--- config.mk ---
export PLATFORM = sky130hd
export DESIGN_NAME = smc_slave
export DESIGN_NICKNAME = d
export VERILOG_FILES = /design/src/smc_pkg.sv /design/src/smc_slave.sv
export SDC_FILE = /design/constraint.sdc
export NUM_CORES = 1
export LEC_CHECK = 0
export BUFFER_PORTS_ARGS = -buffer_cell sky130_fd_sc_hd__buf_2
export CAP_MARGIN = 20
export CORE_ASPECT_RATIO = 1.1
export CORE_MARGIN = 2
export CORE_UTILIZATION = 55
export DETAILED_ROUTE_END_ITERATION = 10
export GPL_TIMING_DRIVEN = 1
export PLACE_DENSITY = 0.84
export SLEW_MARGIN = 15
export SYNTH_ARGS = -nofsm -noshare
export SYNTH_HDL_FRONTEND = slang
export SYNTH_SLANG_ARGS = --single-unit
--- constraint.sdc ---
create_clock -name clock -period 5.7 [get_ports clock]
set_input_delay 0.57 -clock clock [delete_from_list [all_inputs] [get_ports clock]]
set_output_delay 0.57 -clock clock [all_outputs]
set_load 0.05 [all_outputs]
--- src/smc_pkg.sv ---
// Constants for the serial configuration register slave
package smc_pkg;
   localparam logic [7:0] SMC_OFF_SOFT_RESET  = 8'h00;
   localparam logic [7:0] SMC_OFF_LANE_PWDN   = 8'h01;
   localparam logic [7:0] SMC_OFF_PWDN_ENABLE = 8'h02;
   localparam logic [7:0] SMC_OFF_PATH_SELECT = 8'h03;
   localparam logic [7:0] SMC_OFF_PIN_OVERRD  = 8'h08;
   localparam logic [7:0] SMC_REG_RESET_VAL   = 8'h00;
   localparam logic [3:0] SMC_ADDR_HIGH       = 4'hA;
   localparam int         SMC_BIT_SOFT_RESET  = 0;
   localparam int         SMC_BIT_PWDN_EN     = 0;
   localparam int         SMC_BIT_FANOUT      = 0;
   localparam int         SMC_BIT_LANE0_PATH_SELECT        = 1;
   localparam int         SMC_BIT_LANE1_PATH_SELECT        = 2;
   localparam int         SMC_BIT_OVR_FANOUT  = 0;
   localparam int         SMC_BIT_OVR_SEL     = 1;
   localparam int         SMC_BIT_OVR_IDLE    = 4;
   localparam logic [3:0] SMC_BIT_COUNT_LAST  = 4'h7;
   typedef enum logic [2:0] {
      SMC_IDLE   = 3'b000,
      SMC_ADDR   = 3'b001,
      SMC_ADDACK = 3'b011,
      SMC_WRITE  = 3'b010,
      SMC_WRACK  = 3'b110,
      SMC_READ   = 3'b111,
      SMC_RDACK  = 3'b101
   } smc_state_t;
endpackage : smc_pkg

--- src/smc_slave.sv ---
// Serial register slave with configuration registers and pin override logic
`timescale 1ns/1ps
module smc_slave
   import smc_pkg::*;
(
   input  wire logic       clock,
   input  wire logic       rst,
   input  wire logic       scl,
   input  wire logic       sda_in,
   output logic            sda_out,
   output logic            sda_oe,
   input  wire logic       bus_mode_enable_pin,
   input  wire logic [3:0] addr_strap,
   input  wire logic       lane0_path_select,
   input  wire logic       lane1_path_select,
   input  wire logic       fanout_pin,
   input  wire logic       idle_control_pin,
   output logic [7:0]      path_powerdown_bits,
   output logic            lane0_select_eff,
   output logic            lane1_select_eff,
   output logic            fanout_eff,
   output logic            idle_pin_blocked
);
   ////////////////////////////////////////////////////////////////
   // Two-flop synchronisers on all outside inputs
   logic [1:0] scl_s_reg, sda_s_reg, en_s_reg;
   logic [1:0] lane0_path_select_s_reg, lane1_path_select_s_reg, fan_s_reg, idl_s_reg;
   logic [3:0] strap_s1_reg, strap_s2_reg;
   logic       scl_d_reg, sda_d_reg;
   always_ff @(posedge clock or posedge rst)
   begin
      if (rst)
      begin
         scl_s_reg  <= 2'h3;
         sda_s_reg  <= 2'h3;
         en_s_reg   <= 2'h0;
         lane0_path_select_s_reg <= 2'h0;
         lane1_path_select_s_reg <= 2'h0;
         fan_s_reg  <= 2'h0;
         idl_s_reg  <= 2'h0;
         strap_s1_reg <= 4'h0;
         strap_s2_reg <= 4'h0;
         scl_d_reg  <= 1'b1;
         sda_d_reg  <= 1'b1;
      end
      else
      begin
         scl_s_reg  <= {scl_s_reg[0], scl};
         sda_s_reg  <= {sda_s_reg[0], sda_in};
         en_s_reg   <= {en_s_reg[0], bus_mode_enable_pin};
         lane0_path_select_s_reg <= {lane0_path_select_s_reg[0], lane0_path_select};
         lane1_path_select_s_reg <= {lane1_path_select_s_reg[0], lane1_path_select};
         fan_s_reg  <= {fan_s_reg[0], fanout_pin};
         idl_s_reg  <= {idl_s_reg[0], idle_control_pin};
         strap_s1_reg <= addr_strap;
         strap_s2_reg <= strap_s1_reg;
         scl_d_reg  <= scl_s_reg[1];
         sda_d_reg  <= sda_s_reg[1];
      end
   end

   // Bus events on synchronised levels
   logic scl_rise, scl_fall, start_ev, stop_ev, bus_en;
   assign bus_en   = en_s_reg[1];
   assign scl_rise = scl_s_reg[1] & ~scl_d_reg;
   assign scl_fall = ~scl_s_reg[1] & scl_d_reg;
   assign start_ev = scl_s_reg[1] & scl_d_reg & sda_d_reg & ~sda_s_reg[1];
   assign stop_ev  = scl_s_reg[1] & scl_d_reg & ~sda_d_reg & sda_s_reg[1];

   ////////////////////////////////////////////////////////////////
   // Protocol engine state
   smc_state_t state_reg, state_next;
   logic [7:0] shift_reg, shift_next;
   logic [3:0] cnt_reg, cnt_next;
   logic [7:0] ptr_reg, ptr_next;
   logic       ptr_done_reg, ptr_done_next;
   logic       drive_reg, drive_next;
   logic       wr_pulse;
   logic [7:0] wr_data;
   logic [7:0] reg_rd;
   logic       data_done_reg, data_done_next;
   logic [7:0] r_soft_reg, r_pwdn_reg, r_pen_reg, r_sel_reg, r_ovr_reg;

   // Read mux over the implemented map; unmapped pointers read zero
   always_comb
   begin
      reg_rd = SMC_REG_RESET_VAL;
      unique case (ptr_reg)
         SMC_OFF_SOFT_RESET:  reg_rd = r_soft_reg;
         SMC_OFF_LANE_PWDN:   reg_rd = r_pwdn_reg;
         SMC_OFF_PWDN_ENABLE: reg_rd = r_pen_reg;
         SMC_OFF_PATH_SELECT: reg_rd = r_sel_reg;
         SMC_OFF_PIN_OVERRD:  reg_rd = r_ovr_reg;
         default:             reg_rd = SMC_REG_RESET_VAL;
      endcase
   end

   // Next-state logic; bytes sampled on SCL rise, SDA changed on SCL fall
   logic [6:0] own_addr;
   // Straps fill address byte bits 4 to 1, under the fixed upper three bits
   assign own_addr = {SMC_ADDR_HIGH[3:1], strap_s2_reg};
   always_comb
   begin
      state_next    = state_reg;
      shift_next    = shift_reg;
      cnt_next      = cnt_reg;
      ptr_next      = ptr_reg;
      ptr_done_next = ptr_done_reg;
      drive_next    = drive_reg;
      data_done_next = data_done_reg;
      wr_pulse      = 1'b0;
      wr_data       = shift_reg;
      if (!bus_en)
      begin
         state_next = SMC_IDLE;
         drive_next = 1'b0;
      end
      else if (start_ev)
      begin
         state_next = SMC_ADDR;
         cnt_next   = 4'h0;
         data_done_next = 1'b0;
         drive_next = 1'b0;
      end
      else if (stop_ev)
      begin
         state_next    = SMC_IDLE;
         ptr_done_next = 1'b0;
         drive_next    = 1'b0;
      end
      else
      begin
         unique case (state_reg)
            SMC_IDLE: drive_next = 1'b0;
            SMC_ADDR, SMC_WRITE:
            begin
               if (scl_rise)
               begin
                  shift_next = {shift_reg[6:0], sda_s_reg[1]};
                  cnt_next   = cnt_reg + 4'h1;
               end
               if (scl_fall && cnt_reg == 4'h8)
               begin
                  cnt_next = 4'h0;
                  if (state_reg == SMC_ADDR)
                  begin
                     if (shift_reg[7:1] == own_addr)
                     begin
                        state_next    = SMC_ADDACK;
                        drive_next    = 1'b1;
                        ptr_done_next = shift_reg[0] ? ptr_done_reg : 1'b0;
                     end
                     else
                        state_next = SMC_IDLE;
                  end
                  else
                  begin
                     state_next = SMC_WRACK;
                     drive_next = 1'b1;
                     if (!ptr_done_reg)
                     begin
                        ptr_next      = shift_reg;
                        ptr_done_next = 1'b1;
                     end
                     else
                     begin
                        wr_pulse       = 1'b1;
                        data_done_next = 1'b1;
                     end
                  end
               end
            end
            SMC_ADDACK:
               if (scl_fall)
               begin
                  if (shift_reg[0])
                  begin
                     state_next = SMC_READ;
                     shift_next = reg_rd;
                     drive_next = ~reg_rd[7];
                     cnt_next   = 4'h0;
                  end
                  else
                  begin
                     state_next = SMC_WRITE;
                     drive_next = 1'b0;
                  end
               end
            SMC_WRACK:
               if (scl_fall)
               begin
                  // One data byte per transaction; later bytes go unanswered and unstored
                  state_next = data_done_reg ? SMC_IDLE : SMC_WRITE;
                  drive_next = 1'b0;
               end
            SMC_READ:
               if (scl_fall)
               begin
                  if (cnt_reg == SMC_BIT_COUNT_LAST)
                  begin
                     state_next = SMC_RDACK;
                     drive_next = 1'b0;
                  end
                  else
                  begin
                     shift_next = {shift_reg[6:0], 1'b0};
                     drive_next = ~shift_reg[6];
                     cnt_next   = cnt_reg + 4'h1;
                  end
               end
            SMC_RDACK:
               if (scl_fall)
                  state_next = SMC_IDLE;
            default: state_next = SMC_IDLE;
         endcase
      end
   end

   always_ff @(posedge clock or posedge rst)
   begin
      if (rst)
      begin
         state_reg    <= SMC_IDLE;
         shift_reg    <= 8'h00;
         cnt_reg      <= 4'h0;
         ptr_reg      <= 8'h00;
         ptr_done_reg <= 1'b0;
         drive_reg    <= 1'b0;
         data_done_reg <= 1'b0;
      end
      else
      begin
         state_reg    <= state_next;
         shift_reg    <= shift_next;
         cnt_reg      <= cnt_next;
         ptr_reg      <= ptr_next;
         ptr_done_reg <= ptr_done_next;
         drive_reg    <= drive_next;
         data_done_reg <= data_done_next;
      end
   end

   // Open-drain: only ever pull low
   assign sda_out = 1'b0;
   assign sda_oe  = drive_reg;

   ////////////////////////////////////////////////////////////////
   // Configuration registers; soft reset acts a cycle after the write that set it and wins over any write in that cycle
   logic [7:0] r_soft_next, r_pwdn_next, r_pen_next, r_sel_next, r_ovr_next;
   always_comb
   begin
      r_soft_next = r_soft_reg;
      r_pwdn_next = r_pwdn_reg;
      r_pen_next  = r_pen_reg;
      r_sel_next  = r_sel_reg;
      r_ovr_next  = r_ovr_reg;
      if (wr_pulse)
      begin
         unique case (ptr_reg)
            SMC_OFF_SOFT_RESET:  r_soft_next = wr_data;
            SMC_OFF_LANE_PWDN:   r_pwdn_next = wr_data;
            SMC_OFF_PWDN_ENABLE: r_pen_next  = wr_data;
            SMC_OFF_PATH_SELECT: r_sel_next  = wr_data;
            SMC_OFF_PIN_OVERRD:  r_ovr_next  = wr_data;
            default:             r_soft_next = r_soft_reg;
         endcase
      end
      if (r_soft_reg[SMC_BIT_SOFT_RESET])
      begin
         r_soft_next = SMC_REG_RESET_VAL;
         r_pwdn_next = SMC_REG_RESET_VAL;
         r_pen_next  = SMC_REG_RESET_VAL;
         r_sel_next  = SMC_REG_RESET_VAL;
         r_ovr_next  = SMC_REG_RESET_VAL;
      end
   end

   always_ff @(posedge clock or posedge rst)
   begin
      if (rst)
      begin
         r_soft_reg <= SMC_REG_RESET_VAL;
         r_pwdn_reg <= SMC_REG_RESET_VAL;
         r_pen_reg  <= SMC_REG_RESET_VAL;
         r_sel_reg  <= SMC_REG_RESET_VAL;
         r_ovr_reg  <= SMC_REG_RESET_VAL;
      end
      else
      begin
         r_soft_reg <= r_soft_next;
         r_pwdn_reg <= r_pwdn_next;
         r_pen_reg  <= r_pen_next;
         r_sel_reg  <= r_sel_next;
         r_ovr_reg  <= r_ovr_next;
      end
   end

   ////////////////////////////////////////////////////////////////
   // Effective path controls; pins govern unless overridden, whatever the bus mode
   always_ff @(posedge clock or posedge rst)
   begin
      if (rst)
      begin
         path_powerdown_bits <= 8'h00;
         lane0_select_eff    <= 1'b0;
         lane1_select_eff    <= 1'b0;
         fanout_eff          <= 1'b0;
         idle_pin_blocked    <= 1'b0;
      end
      else
      begin
         path_powerdown_bits <= r_pen_reg[SMC_BIT_PWDN_EN] ? r_pwdn_reg : 8'h00;
         lane0_select_eff    <= r_ovr_reg[SMC_BIT_OVR_SEL] ? r_sel_reg[SMC_BIT_LANE0_PATH_SELECT]
                                                           : lane0_path_select_s_reg[1];
         lane1_select_eff    <= r_ovr_reg[SMC_BIT_OVR_SEL] ? r_sel_reg[SMC_BIT_LANE1_PATH_SELECT]
                                                           : lane1_path_select_s_reg[1];
         fanout_eff          <= r_ovr_reg[SMC_BIT_OVR_FANOUT] ? r_sel_reg[SMC_BIT_FANOUT]
                                                              : fan_s_reg[1];
         idle_pin_blocked    <= r_ovr_reg[SMC_BIT_OVR_IDLE] | ~idl_s_reg[1] & 1'b0;
      end
   end

   ////////////////////////////////////////////////////////////////
   // Assertions
   property p_soft_reset;
      @(posedge clock) disable iff (rst)
      r_soft_reg[SMC_BIT_SOFT_RESET] |=> (r_pwdn_reg == 8'h00 && r_sel_reg == 8'h00 && r_ovr_reg == 8'h00);
   endproperty
   a_soft_reset: assert property (p_soft_reset) else $error("soft reset did not clear");
   property p_pwdn_gate;
      @(posedge clock) disable iff (rst)
      !r_pen_reg[SMC_BIT_PWDN_EN] ##1 !r_pen_reg[SMC_BIT_PWDN_EN] |-> path_powerdown_bits == 8'h00;
   endproperty
   a_pwdn_gate: assert property (p_pwdn_gate) else $error("powerdown leaked while disabled");
   property p_pwdn_on;
      @(posedge clock) disable iff (rst)
      r_pen_reg[SMC_BIT_PWDN_EN] |=> path_powerdown_bits == $past(r_pwdn_reg);
   endproperty
   a_pwdn_on: assert property (p_pwdn_on) else $error("powerdown mask not applied");
   property p_sel_ovr;
      @(posedge clock) disable iff (rst)
      r_ovr_reg[SMC_BIT_OVR_SEL] |=> lane1_select_eff == $past(r_sel_reg[SMC_BIT_LANE1_PATH_SELECT]);
   endproperty
   a_sel_ovr: assert property (p_sel_ovr) else $error("select override ignored");
   property p_fan_ovr;
      @(posedge clock) disable iff (rst)
      r_ovr_reg[SMC_BIT_OVR_FANOUT] |=> fanout_eff == $past(r_sel_reg[SMC_BIT_FANOUT]);
   endproperty
   a_fan_ovr: assert property (p_fan_ovr) else $error("fanout override ignored");
   property p_idle_blk;
      @(posedge clock) disable iff (rst)
      1'b1 |=> idle_pin_blocked == $past(r_ovr_reg[SMC_BIT_OVR_IDLE]);
   endproperty
   a_idle_blk: assert property (p_idle_blk) else $error("idle block wrong");
   property p_no_bus;
      @(posedge clock) disable iff (rst)
      !bus_en |=> !sda_oe;
   endproperty
   a_no_bus: assert property (p_no_bus) else $error("drove bus while disabled");
   property p_ack_hold;
      @(posedge clock) disable iff (rst)
      (state_reg == SMC_ADDR && state_next == SMC_ADDACK) |=> sda_oe;
   endproperty
   a_ack_hold: assert property (p_ack_hold) else $error("address ack missing");
   c_write: cover property (@(posedge clock) wr_pulse);
   c_read:  cover property (@(posedge clock) state_reg == SMC_READ);
   c_soft:  cover property (@(posedge clock) r_soft_reg[SMC_BIT_SOFT_RESET]);
endmodule : smc_slave

Word level (Yosys, flattened, before mapping)
Cells that the tools add are included.
{"block": "word_totals", "reg_bits": 100, "in_bits": 13}
{"block": "classes", "addsub": 1, "eq_ne": 36, "n_bitwise": 17, "n_mux": 80, "reduce_logical": 30}
{"op": "$mux 8", "n": 21}
{"op": "$pmux 8 s5", "n": 1}
{"op": "$mux 1", "n": 33}
{"op": "$mux 3", "n": 11}
{"op": "$mux 4", "n": 8}
{"op": "$ne 5x5->1 const B", "n": 6}
{"op": "$pmux 8 s3", "n": 1}
{"op": "$reduce_bool 2->1", "n": 11}
{"op": "$pmux 3 s6", "n": 1}
{"op": "$reduce_and 6->1", "n": 3}
{"op": "$eq 8x2->1 const B", "n": 2}
{"op": "$reduce_and 8->1", "n": 2}
{"op": "$ne 3x3->1 const B", "n": 5}
{"op": "$ne 2x2->1 const B", "n": 7}
{"op": "$reduce_and 7->1", "n": 2}
{"op": "$pmux 4 s3", "n": 1}
{"op": "$not 1->1", "n": 10}
{"op": "$reduce_and 2->1", "n": 5}
{"op": "$eq 3x3->1 const B", "n": 3}
{"op": "$reduce_and 9->1", "n": 1}
{"op": "$eq 8x1->1 const B", "n": 1}
{"op": "$eq 8x4->1 const B", "n": 1}
{"op": "$logic_not 8->1", "n": 1}
{"op": "$ne 4x4->1 const B", "n": 2}
{"op": "other kinds (17)", "n": 25}

Logic depth before layout (Yosys ltp)
Gate-level depths: netlist of run 1.
{"block": "logic_depth", "word_depth": 10, "depth_mapped": 8}

Worst setup path after synthesis of run 1
OpenSTA, ideal clock, no wires.
{"block": "synth_timing", "path_type": "flip-flop to flip-flop", "start": "reg scl_s_reg[1]", "end": "reg drive_reg (netlist: sda_oe)", "arrival_time_ns": 1.893, "stages_incl_launch_ff": 7, "path_buffers": 1, "period_less_slack_ns": 2.018, "slack_ns": 3.682, "cell_sequence": "dfstp_2 -> and4bb_2 -> and2_0 -> clkbuf_1 -> o32a_1 -> o41ai_1 -> mux2_2"}
{"block": "synth_between", "elab_chain_cells": 6}
{"item": "start, declared", "line_no": "smc_slave.sv:26", "rtl": "logic [1:0] scl_s_reg, sda_s_reg, en_s_reg;"}
{"item": "start signal, assigned", "line_no": "smc_slave.sv:48", "rtl": "scl_s_reg <= {scl_s_reg[0], scl};"}
{"item": "branches (longest 6 deep; another with $ne 8x1->1)"}
{"item": "end signal, assigned", "line_no": "smc_slave.sv:238", "rtl": "drive_reg <= drive_next;"}
{"item": "end, declared", "line_no": "smc_slave.sv:77", "rtl": "logic drive_reg, drive_next;"}
Parallel ways; which one is timed is not known.
A chain may end at the register's enable or synchronous reset.

Final worst setup path of run 1
{"block": "layout_timing", "start": "reg ptr_reg[0]", "end": "reg r_ovr_reg[3]"}
{"block": "layout_between", "elab_chain_cells": 3}
{"item": "start, declared", "line_no": "smc_slave.sv:75", "rtl": "logic [7:0] ptr_reg, ptr_next;"}
{"item": "start signal, assigned", "line_no": "smc_slave.sv:236", "rtl": "ptr_reg <= ptr_next;"}
{"item": "$eq 8x4->1", "line_no": "smc_slave.sv:259", "rtl": "unique case (ptr_reg)"}
{"item": "$reduce_bool 2->1 (no line)"}
{"item": "$reduce_and 2->1 (no line)"}
{"item": "end signal, assigned", "line_no": "smc_slave.sv:294", "rtl": "r_ovr_reg <= r_ovr_next;"}
{"item": "end, declared", "line_no": "smc_slave.sv:82", "rtl": "logic [7:0] r_soft_reg, r_pwdn_reg, r_pen_reg, r_sel_reg, r_ovr_reg;"}
Every way passes these cells.

==> metrics.md, run 1 <==
| Metric | Value |
|---|---|
| Top cells by area, synth | dfrtp_1, mux2i_1, nor2_1 |
| Critical path arrival | approximately 2.8 ns |
| First-pass GRT wire length | 15,480 µm |
| Yosys warns | 0 |
| Fin cells | 538 |
| Synthesized net count | approximately 430 |
| Status | completed |
| Setup Buffers After CTS | 0 |
| DR WL/cell | 17.32 µm |
| Pwr per Cell Area | 242.9 mW/mm² |
| Die area | 0.009353 mm² |
| Setup CP Type | reg -> reg |
| Register area share after synthesis | 0.5310 |
| Max Cap Viol | 0 |
| Routability congestion estimate | 0.9135 |
| Port Buf Inserts | 24 |
| Clock Tree Root | clkbuf_8 |
| Cell family with most CP delay | simple AND/OR/NAND/NOR gates |
| Critical-path maximum fanout | 16 |
| Relative slew slack | 0.3355 |
| Setup TNS Final | 0 ns |
| Cts bufs inserted | 9 |
| Post-synthesis average cell area | 11.53 µm² |
| Number of antenna-violating nets in the routed design | 0 |
| Initial Util | 0.5651 |
| Final setup viols | 0 |
| Critical Path Start Type | register |
| Tot Pwr | 1.232 mW |
| Clk buf depth | 2 |
| Clock power frac | 0.345 |
| Leakage Power | roughly 2.2 nW |
| Syn Inst Count | just over 400 |
| Peak Freq | 393.6 MHz |
| Async SR Flop Fraction | 1.000 |
| RSZ-0062 raised after global routing | false |
| CP bufs+invs | 0 |
| Hold Vio Cnt, Final | 0 |
| H-tree depth | 3 |
| Via/cell ratio | 5.942 |
| Top Ports | 27 |
| Largest net degree at the start of global routing | 53 |
| Slowest CP cell | dfrtp_1 |
| Layout area overhead | 7.279% |
| DRT Pass-1 Iters | 5 |
| Post-synth cell types | 67 |
| Internal power | 0.9086 mW |
| Share of the synthesized area in the top cell type | 0.4976 |
| Net load switching power | 0.3232 mW |
| Post-synth EDFFs | 0 |
| Number of gates resized after cts | 0 |
| Final worst setup slack | 3.160 ns |
| Layout cells sized above 1 | 0.2061 |
| Fin nets | 437 |
| Hold Slack | 0.2433 ns |
| HP Class | in -> async |
| Dpl ws | 3.205 ns |
| Post-DP HPWL | between 6000 and 7000 µm |
| Placed insts | 522 |
| Combinational share of power | 0.046 |
| Vias in the first global route | 3,078 |
| Routed vias | roughly 3,200 |
| Slew @ Worst Pin | 0.9967 ns |
| Core area | 0.008364 mm² |
| Synth Flop Type | dfrtp_1 |
| Gr usage total | 0.2163 |
| Initial antenna violation count | 0 |
| Clock insertion delay at the later pin of the skew report | approximately 0.38 ns |
| Minimum clock period | ~2.5 ns |
| Die W | about 92 µm |
| Diodes inserted | 0 |
| Num Clock Sinks | 100 |
| DR DRC count | 0 |
| CP Cell Sequence | nor3b_2, nand3_1, nor4_4, mux2i_1, nor2_1 |
| Global route total overflow | 0 |
| Worst vdd ir | around 0.00017 V |
| Cell Area, Synth | ~0.0047 mm² |
| Sequential Power Share | 0.609 |
| Drt first-iter violations | 311 |
| Crit-path max cell delay | 0.64 ns |
| Synth area leader | dfrtp_1 |
| Final count of pins violating max slew | 0 |
| Fin crit share | 0.4457 |
| DIE HEIGHT | a little over 100 µm |
| Hold-fix buffers, CTS | 0 |
| Required time worst endpoint | a little under 6 ns |
| CTS tree | done |
| Yosys reg bits | 100 |
| Sw Share | 0.2624 |
| Rows | 35 |
| Reg clk slew, reported paths | 0.10 ns |
| Worst Skew | 0.01620 ns |
| Crit. End Element | register |
| Total Wirelength | roughly 9300 µm |
==> routing by layer <==
metal | vias to the layer above | share of wire | track usage
li1 | 1467 | - | -
met1 | 1604 | 0.42 | 0.2856
met3 | 17 | 0.050 | 0.04167
met2 | 109 | 0.51 | 0.3577
met4 | 0 | 0.022 | 0.08611
met5 | - | 0 | 0
==> power groups by stage <==
stage | logic [mW] | clock network [mW] | registers [mW]
after floorplan | 0.0522 | 0 | 0.749
after global placement | 0.0555 | 0 | 0.763
after detailed placement | 0.0573 | 0 | 0.764
after CTS | 0.0574 | 0.432 | 0.750
after global routing | 0.0641 | 0.463 | 0.753
final | 0.0566 | 0.425 | 0.751
==> cells in the mapped netlist (all sizes together) (2+ instances only) <==
library cell	instances
nand2	15
nor3b	3
clkbuf	14
nor2b	2
dfstp	6
xor2	3
a22oi	7
and2	10
mux4	7
nor3	2
or2	3
inv	10
ha	2
or3	2
a21boi	2
a211oi	2
o21ai	13
o31ai	2
a211o	2
nand2b	7
mux2i	42
nor4	9
mux2	14
buf	11
xnor2	3
a21oi	23
nand4b	2
nand4	2
a221oi	2
nor2	64
a31oi	3
nand3	7
dfrtp	94
==> placed cells by master (no fill, tap or decap), types with 9 or more instances in the layout <==
cell       n
a21oi_1   23
mux2i_1   42
nand2_1   14
o21ai_0   12
buf_2     24
inv_1      9
nor2_1    64
dfrtp_1   94
and2_1     9
mux2_2    14
clkbuf_8   9
==> worst paths after layout <==
path	start	cells past startpoint	slack [ns]	end
hold / removal	rst	2	0.24	strap_s1_reg[2]$_DFF_PP0_
setup reg to reg	ptr_reg[0]$_DFFE_PP0P_	5	3.16	r_ovr_reg[3]$_DFFE_PP0P_
setup / recovery	ptr_reg[0]$_DFFE_PP0P_	5	3.16	r_ovr_reg[3]$_DFFE_PP0P_
min in group clock	scl	1	0.28	scl_s_reg[0]$_DFF_PP1_
max in group asynchronous	rst	3	4.40	cnt_reg[1]$_DFFE_PP0P_
hold reg to reg	fan_s_reg[0]$_DFF_PP0_	0	0.35	fan_s_reg[1]$_DFF_PP0_
==> final cells by class <==
cell class	count	area, µm²
well taps	111	138.9
inverters	10	40.04
clock buffers	9	123.9
multi-input cells	275	2066
flip-flops and latches	100	2510
clock inverters	7	57.56
repair buffers	26	135.1
fillers	663	3293
==> worst reg2reg max path, cell delays in order, from the launching register on <==
cell	delay, ns
dfrtp_1	0.64
nor3b_2	0.62
nand3_1	0.22
nor4_4	0.61
mux2i_1	0.27
nor2_1	0.06
==> per-stage QoR <==
step | instance area, µm² | utilization
after global routing | 5071 | 0.6063
after floorplan | 4727 | -
after global placement | 4890 | 0.5846
final | 5071 | 0.6063
after detailed placement | 4890 | 0.5846
after CTS | 5071 | 0.6063
==> logic make-up after synthesis <==
kind of cell	count (synthesis)	share of synthesized area
XOR/XNOR	6	0.01112
adder cells (fa/ha/maj)	2	0.005293
multiplexers	63	0.1556
AO/OA/AOI/OAI	69	0.09397
flip-flops	100	0.5310
AND/OR/NAND/NOR	134	0.1702
other	1	0.0007933
buffers and inverters	35	0.03203
Note: power is estimated with default switching activity, not from simulation.
==> run 2: changes to the inputs <==
--- a/config.mk
+++ b/config.mk
@@ -5,6 +5,7 @@
 export SDC_FILE = /design/constraint.sdc
 export NUM_CORES = 1
 export LEC_CHECK = 0
+export ABC_AREA = 1
 export BUFFER_PORTS_ARGS = -buffer_cell sky130_fd_sc_hd__buf_2
 export CAP_MARGIN = 20
 export CORE_ASPECT_RATIO = 1.1
@@ -12,7 +13,7 @@
 export CORE_UTILIZATION = 55
 export DETAILED_ROUTE_END_ITERATION = 10
 export GPL_TIMING_DRIVEN = 1
-export PLACE_DENSITY = 0.84
+export PLACE_DENSITY = 0.87
 export SLEW_MARGIN = 15
 export SYNTH_ARGS = -nofsm -noshare
 export SYNTH_HDL_FRONTEND = slang
==> constraint.sdc (replaced) <==
create_clock -name clock -period 2.25 [get_ports clock]
set_input_delay 0.225 -clock clock [delete_from_list [all_inputs] [get_ports clock]]
set_output_delay 0.225 -clock clock [all_outputs]
set_load 0.05 [all_outputs]
==> metrics.md, run 2 <==
| Metric | Value |
|---|---|
| Sw Share | 0.3020 (+0.03966) |
| Layout area overhead | 10.84% |
| Share of the synthesized area in the top cell type | 0.4968 (-0.0007890) |
| Synth Flop Type | dfrtp_1 |
| Hold-fix buffers, CTS | 10 (+10) |
| Diodes inserted | 0 (unchanged) |
| Commonest cells in the netlist | nand2_1, dfrtp_1, inv_1 |
| Placed Instance Area | 0.004981 mm² (+1.9%) |
| Most numerous cell in the Yosys netlist | nand2_1 |
| Critical path arrival | 2.29 ns (-0.50 ns) |
| Hold Slack | -0.01286 ns (-0.2561 ns) |
| Setup Buffers After CTS | 0 (unchanged) |
| Internal power | 2.455 mW (+170%) |
| Post-synthesis average cell area | 8.263 µm² (-28%) |
| Initial antenna violation count | 0 (unchanged) |
| Num Clock Sinks | 100 (unchanged) |
| DR WL/cell | 13.78 µm (-20%) |
| First-pass GRT wire length | 16,890 µm (+9.1%) |
| Number of antenna-violating nets in the routed design | 0 (unchanged) |
| Final worst setup slack | 0.2529 ns (-2.907 ns) |
| Synthesized net count | 588 (+38%) |
| Hold Vio Cnt, Final | 22 (+22) |
| Failing checks | hold timing |
| Combinational share of power | 0.144 (+0.098) |
| Top cells by area, synth | dfrtp_1, nand2_1, o21ai_0 |
| Total Wirelength | 10,040 µm (+7.8%) |
| Port Buf Inserts | 24 (unchanged) |
| Post-Route Utilization | 0.6274 (+0.02109) |
| Reg clk slew, reported paths | 0.10 ns (about the same) |
| Largest net degree at the start of global routing | 101 (+91%) |
| Critical-path maximum fanout | 6 (-10) |
| Top Ports | 27 (unchanged) |
| Dpl ws | 0.2942 ns (-2.911 ns) |
| Syn Inst Count | 573 (+40%) |
| Net load switching power | 1.063 mW (+230%) |
| Pwr per Cell Area | 670.3 mW/mm² (+180%) |
| Die W | 92.46 µm (about the same) |
| R2R depth | 9 (+4) |
| Worst vdd ir | 0.0004763 V (+180%) |
| Most frequent cells in the layout | nand2_1, dfrtp_1, inv_1, nor2_1, o21ai_0 |
| Clock Tree Root | clkbuf_8 |
| Final Cell Area | 0.005248 mm² (+3.5%) |
| Required time worst endpoint | 2.54 ns (-3.41 ns) |
| Relative slew slack | 0.6643 (+0.3287) |
| Async SR Flop Fraction | 1.000 (unchanged) |
| Crit. End Element | register |
| DR DRC count | 0 (unchanged) |
| Fin crit share | 0.8876 (+0.4419) |
| Clk buf depth | 2 (unchanged) |
| Number of gates resized after cts | 0 (unchanged) |
| Register area share after synthesis | 0.5301 (-0.0008419) |
| Clock power frac | 0.293 (-0.052) |
| Routed vias | 3,926 (+23%) |
| Leakage Power | 2.655 nW (+20%) |
| Critical Path Start Type | register |
| Cell Area, Synth | 0.004735 mm² (+0.16%) |
| Rows | 35 (unchanged) |
| Setup TNS Final | 0 ns (unchanged) |
| Layout cells sized above 1 | 0.1408 (-0.06531) |
| Status | finished, violations left |
| Initial Util | 0.5660 (+0.0008975) |
| Via/cell ratio | 5.385 (-9.4%) |
| Yosys reg bits | 100 (unchanged) |
| Clock insertion delay at the later pin of the skew report | 0.38 ns (about the same) |
| Post-synth cell types | 41 (-39%) |
| Slew @ Worst Pin | 0.5036 ns (-0.4931 ns) |
| Synth area leader | dfrtp_1 |
| Fin nets | 628 (+44%) |
| Final count of pins violating max slew | 0 (unchanged) |
| Minimum clock period | 1.997 ns (-0.5433 ns) |
| Commonest non-fill, non-tap cell in the layout | nand2_1 |
| CTS tree | done |
| Final setup viols | 0 (unchanged) |
| Drt first-iter violations | 448 (+44%) |
| Die area | 0.009367 mm² (+0.15%) |
| Post-synth EDFFs | 0 (unchanged) |
| DRT Pass-1 Iters | 5 (unchanged) |
| Worst Skew | 0.01310 ns (-0.003102 ns) |
| HP Class | in -> async |
| Vias in the first global route | 3,750 (+22%) |
| Cts bufs inserted | 9 (unchanged) |
| Core area | 0.008364 mm² (unchanged) |
| Peak Freq | 500.7 MHz (+27%) |
| Yosys warns | 0 (unchanged) |
| Global route total overflow | 0 (unchanged) |
| DIE HEIGHT | 101.3 µm (about the same) |
| Max Cap Viol | 0 (unchanged) |
| Routability congestion estimate | 0.9107 (-0.31%) |
| H-tree depth | 3 (unchanged) |
| Gr usage total | 0.2326 (+0.01636) |
| Sequential Power Share | 0.563 (-0.046) |
| Setup CP Type | reg -> reg |
| RSZ-0062 raised after global routing | false |
| Post-DP HPWL | 7063 µm (+12%) |
[run 2: cell types whose count changed after synthesis, moves of 9 or more]
cell | previous run | this run
nand3_1 | 6 | 48
mux2i_1 | 42 | 0
and2_1 | 9 | 0
nand2_1 | 14 | 146
mux2_2 | 14 | 1
a21oi_1 | 23 | 14
clkbuf_1 | 14 | 1
o21ai_0 | 12 | 58
inv_1 | 10 | 71
[run 2: critical path, stage by stage (launching register included)]
cell and delay [ns]:
dfrtp_1 0.40, inv_1 0.13, nand2_1 0.12, nor2_1 0.29, nand2_1 0.22, o21ai_0 0.36
nor2_1 0.08, nand2_1 0.09, nand2_1 0.07, a21oi_1 0.16
[run 2: metal layers]
metal | part of all wire | vias to the layer above | GRT usage | wire [µm]
li1 | - | 1877 | - | -
met1 | 0.43 | 1868 | 0.3011 | 4336
met2 | 0.48 | 162 | 0.3857 | 4870
met3 | 0.059 | 19 | 0.03423 | 591
met4 | 0.024 | 0 | 0.1194 | 244
met5 | 0 | - | 0 | 0
[run 2: worst paths after layout]
| path | from | endpoint | slack, ns |
|---|---|---|---|
| setup / recovery | ptr_reg[3]$_DFFE_PP0P_ | shift_reg[1]$_DFFE_PP0P_ | 0.25 |
| hold / removal | rst | cnt_reg[2]$_DFFE_PP0P_ | -0.01 |
| setup reg to reg | ptr_reg[3]$_DFFE_PP0P_ | shift_reg[1]$_DFFE_PP0P_ | 0.25 |
| hold reg to reg | strap_s1_reg[3]$_DFF_PP0_ | strap_s2_reg[3]$_DFF_PP0_ | 0.35 |
| max in group asynchronous | rst | r_pwdn_reg[3]$_DFFE_PP0P_ | 1.89 |
| min in group clock | strap_s1_reg[3]$_DFF_PP0_ | strap_s2_reg[3]$_DFF_PP0_ | 0.35 |
[run 2: cells by family (layout without fill, tap and decap cells)]
family	Yosys count	after routing	share of synthesized area
compound gates	87	87	0.1081
xor+xnor	2	2	0.003700
fa+ha+maj	2	2	0.005285
buf+inv	91	136	0.08087
flops	100	100	0.5301
mux	1	1	0.002378
other cells	1	1	0.0007921
simple gates	289	289	0.2688
[run 2: through the flow]
| stage | power [mW] | std cells | hold slack [ns] |
|---|---|---|---|
| 2_1_floorplan | 2.344 | 573 | 0.2295 |
| 3_3_place_gp | 2.470 | 703 | 0.3316 |
| 3_5_place_dp | 2.496 | 703 | 0.3342 |
| 4_1_cts | 3.518 | 729 | 0.009514 |
| 5_1_grt | 3.692 | 729 | 0.02823 |
| 6_report | 3.518 | 729 | -0.01286 |
[run 2: power groups by stage]
stage	clock, mW	sequential (mW)	combinational [mW]
finish	1.03	1.98	0.507
global route	1.12	1.99	0.574
CTS	1.04	1.98	0.500
detailed placement	0	2.01	0.483
global placement	0	2.00	0.466
floorplan	0	2.00	0.342
[run 2: cell type report]
| cell class | instances | area [µm²] |
|---|---|---|
| fillers | 679 | 3117 |
| flip-flops and latches | 100 | 2510 |
| multi-input cells | 382 | 1844 |
| inverters | 79 | 302.8 |
| repair buffers | 41 | 285.3 |
| well taps | 111 | 138.9 |
| clock buffers | 11 | 131.4 |
| clock inverters | 5 | 35.03 |
==> run 3: changes to the inputs <==
--- a/config.mk
+++ b/config.mk
@@ -13,7 +13,7 @@
 export CORE_UTILIZATION = 55
 export DETAILED_ROUTE_END_ITERATION = 10
 export GPL_TIMING_DRIVEN = 1
-export PLACE_DENSITY = 0.87
+export PLACE_DENSITY = 0.84
 export SLEW_MARGIN = 15
 export SYNTH_ARGS = -nofsm -noshare
 export SYNTH_HDL_FRONTEND = slang
==> constraint.sdc (replaced) <==
create_clock -name clock -period 1.99 [get_ports clock]
set_input_delay 0.199 -clock clock [delete_from_list [all_inputs] [get_ports clock]]
set_output_delay 0.199 -clock clock [all_outputs]
set_load 0.05 [all_outputs]
==> metrics.md, run 3 (synthesis results as in run 2) <==
| Metric | Value |
|---|---|
| Status | completed |
| Hold Slack | 0.3492 ns (+0.3621 ns) |
| R2R depth | 10 (+1) |
| Top Ports | 27 (unchanged) |
| HP Class | reg -> reg |
| Final setup viols | 0 (unchanged) |
| FF-to-FF setup slack | 0.07 ns (-0.19 ns) |
| Leakage Power | 2.740 nW (+3.2%) |
| Initial Util | 0.5660 (unchanged) |
| DIE HEIGHT | 101.3 µm (unchanged) |
| Routability congestion estimate | 0.8922 (-2.0%) |
| H-tree depth | 3 (unchanged) |
| DRT Pass-1 Iters | 5 (unchanged) |
| Final count of pins violating max slew | 0 (unchanged) |
| Diodes inserted | 0 (unchanged) |
| First-pass GRT wire length | 17,420 µm (+3.1%) |
| Final Cell Area | 0.005455 mm² (+4.0%) |
| RSZ-0062 raised after global routing | true |
| Global route total overflow | 0 (unchanged) |
| Core area | 0.008364 mm² (unchanged) |
| Fin crit share | 0.9673 (+0.07971) |
| Setup CP Type | reg -> reg |
| Die W | 92.46 µm (unchanged) |
| Fin nets | 639 (+1.8%) |
| Layout cells sized above 1 | 0.1685 (+0.02774) |
| Rows | 35 (unchanged) |
| Gr usage total | 0.2398 (+0.007156) |
| Cts bufs inserted | 9 (unchanged) |
| Slew @ Worst Pin | 0.5071 ns (+0.003487 ns) |
| Most frequent cells in the layout | nand2_1, dfrtp_1, inv_1, nor2_1, o21ai_0 |
| Fill cell count | 710 (+4.6%) |
| Clk buf depth | 2 (unchanged) |
| Critical path arrival | 2.18 ns (-0.11 ns) |
| Post-DP HPWL | 7232 µm (+2.4%) |
| Total Wirelength | 10,320 µm (+2.7%) |
| Peak Freq | 519.5 MHz (+3.7%) |
| Vias in the first global route | 3,784 (+0.91%) |
| Reg clk slew, reported paths | 0.11 ns (about the same) |
| Largest net degree at the start of global routing | 56 (-45%) |
| Port Buf Inserts | 24 (unchanged) |
| DR DRC count | 0 (unchanged) |
| Num Clock Sinks | 100 (unchanged) |
| Relative slew slack | 0.6607 (-0.003573) |
| Clock insertion delay at the later pin of the skew report | 0.38 ns (about the same) |
| Hold Vio Cnt, Final | 0 (-100%) |
| Drt first-iter violations | 286 (-36%) |
| Commonest non-fill, non-tap cell in the layout | nand2_1 |
| Minimum clock period | 1.925 ns (-0.07214 ns) |
| Initial antenna violation count | 0 (unchanged) |
| Critical Path Start Type | register |
| Hold path cells | 0 |
| Crit. End Element | register |
| Die area | 0.009367 mm² (unchanged) |
| Post-Route Utilization | 0.6522 (+0.02483) |
| DR WL/cell | 13.94 µm (+1.2%) |
| Required time worst endpoint | 2.25 ns (-0.29 ns) |
| Pwr per Cell Area | 746.2 mW/mm² (+11%) |
| Layout area overhead | 15.22% |
| Routed vias | 3,946 (+0.51%) |
| Clock Tree Root | clkbuf_8 |
| Number of antenna-violating nets in the routed design | 0 (unchanged) |
| Worst Skew | 0.01560 ns (+0.002496 ns) |
| Max Cap Viol | 0 (unchanged) |
| Critical-path maximum fanout | 7 (+1) |
| CTS tree | done |
| Worst vdd ir | 0.0005133 V (+7.8%) |
| Placed Instance Area | 0.005044 mm² (+1.3%) |
| Via/cell ratio | 5.332 (-0.98%) |
==> run 3: cell types whose count changed in the layout (fill, tap and decap cells not counted), sizes merged <==
cell         previous run  this run
clkinv                  3         2
buf                    31        40
dlygate4sd3            10        11
inv                    79        81
==> run 3: final timing paths <==
path	from	to
hold reg to reg	sda_s_reg[0]$_DFF_PP1_	sda_s_reg[1]$_DFF_PP1_
setup reg to reg	cnt_reg[0]$_DFFE_PP0P_	r_pwdn_reg[6]$_DFFE_PP0P_
setup / recovery	cnt_reg[0]$_DFFE_PP0P_	r_pwdn_reg[6]$_DFFE_PP0P_
min in group asynchronous	rst	r_ovr_reg[2]$_DFFE_PP0P_
hold / removal	sda_s_reg[0]$_DFF_PP1_	sda_s_reg[1]$_DFF_PP1_
max in group asynchronous	rst	sda_s_reg[0]$_DFF_PP1_
==> run 3: per-stage QoR <==
stage	setup slack [ns]	std cells	TNS [ns]	power (mW)
2_1_floorplan	0.3025	573	0	2.651
3_3_place_gp	0.1490	708	0	2.802
3_5_place_dp	0.05881	708	0	2.831
4_1_cts	0.03606	735	0	4.047
5_1_grt	-0.04358	740	-0.3260	4.293
6_report	0.06508	740	0	4.071
==> run 3: worst max-delay path, stage by stage (launching register included) <==
cell	delay [ns]
dfrtp_1	0.44
inv_1	0.08
ha_2	0.17
nand3_2	0.08
nor2_4	0.15
nand3_4	0.11
nor2_8	0.23
inv_4	0.06
o21ai_4	0.22
clkbuf_16	0.19
o21ai_0	0.07
==> run 3: layout make-up <==
cell class	instances	area, µm²	share of cell area
clock buffers	10	127.6	0.02339
clock inverters	6	53.80	0.009862
inverters	79	305.3	0.05596
multi-input cells	382	1894	0.3472
flip-flops and latches	100	2510	0.4601
well taps	111	138.9	0.02546
repair buffers	52	425.4	0.07798
==> run 3: per-layer routing <==
| metal | vias up | GRT usage | wire length, µm |
|---|---|---|---|
| met5 | - | 0 | 0 |
| met4 | 0 | 0.1240 | 258 |
| met3 | 22 | 0.03125 | 483 |
| met2 | 119 | 0.3829 | 5058 |
| met1 | 1894 | 0.3254 | 4516 |
| li1 | 1911 | - | - |
==> run 3: what timing repair did <==
action / in CTS / in global routing
gates resized for setup: 0 / 21
buffers inserted: 0 / 4
setup endpoints to repair: 0 / 34
hold buffers: 11 / 0
hold endpoints to repair: 104 / 0
==> run 3: where the power goes <==
group | total, mW | switching [mW] | internal, mW | leakage, nW
Combinational | 0.613 | 0.413 | 0.200 | 1.33
Sequential | 2.24 | 0.0939 | 2.14 | 1.32
Clock | 1.22 | 0.739 | 0.480 | 0.0898
Total | 4.07 | 1.25 | 2.82 | 2.74
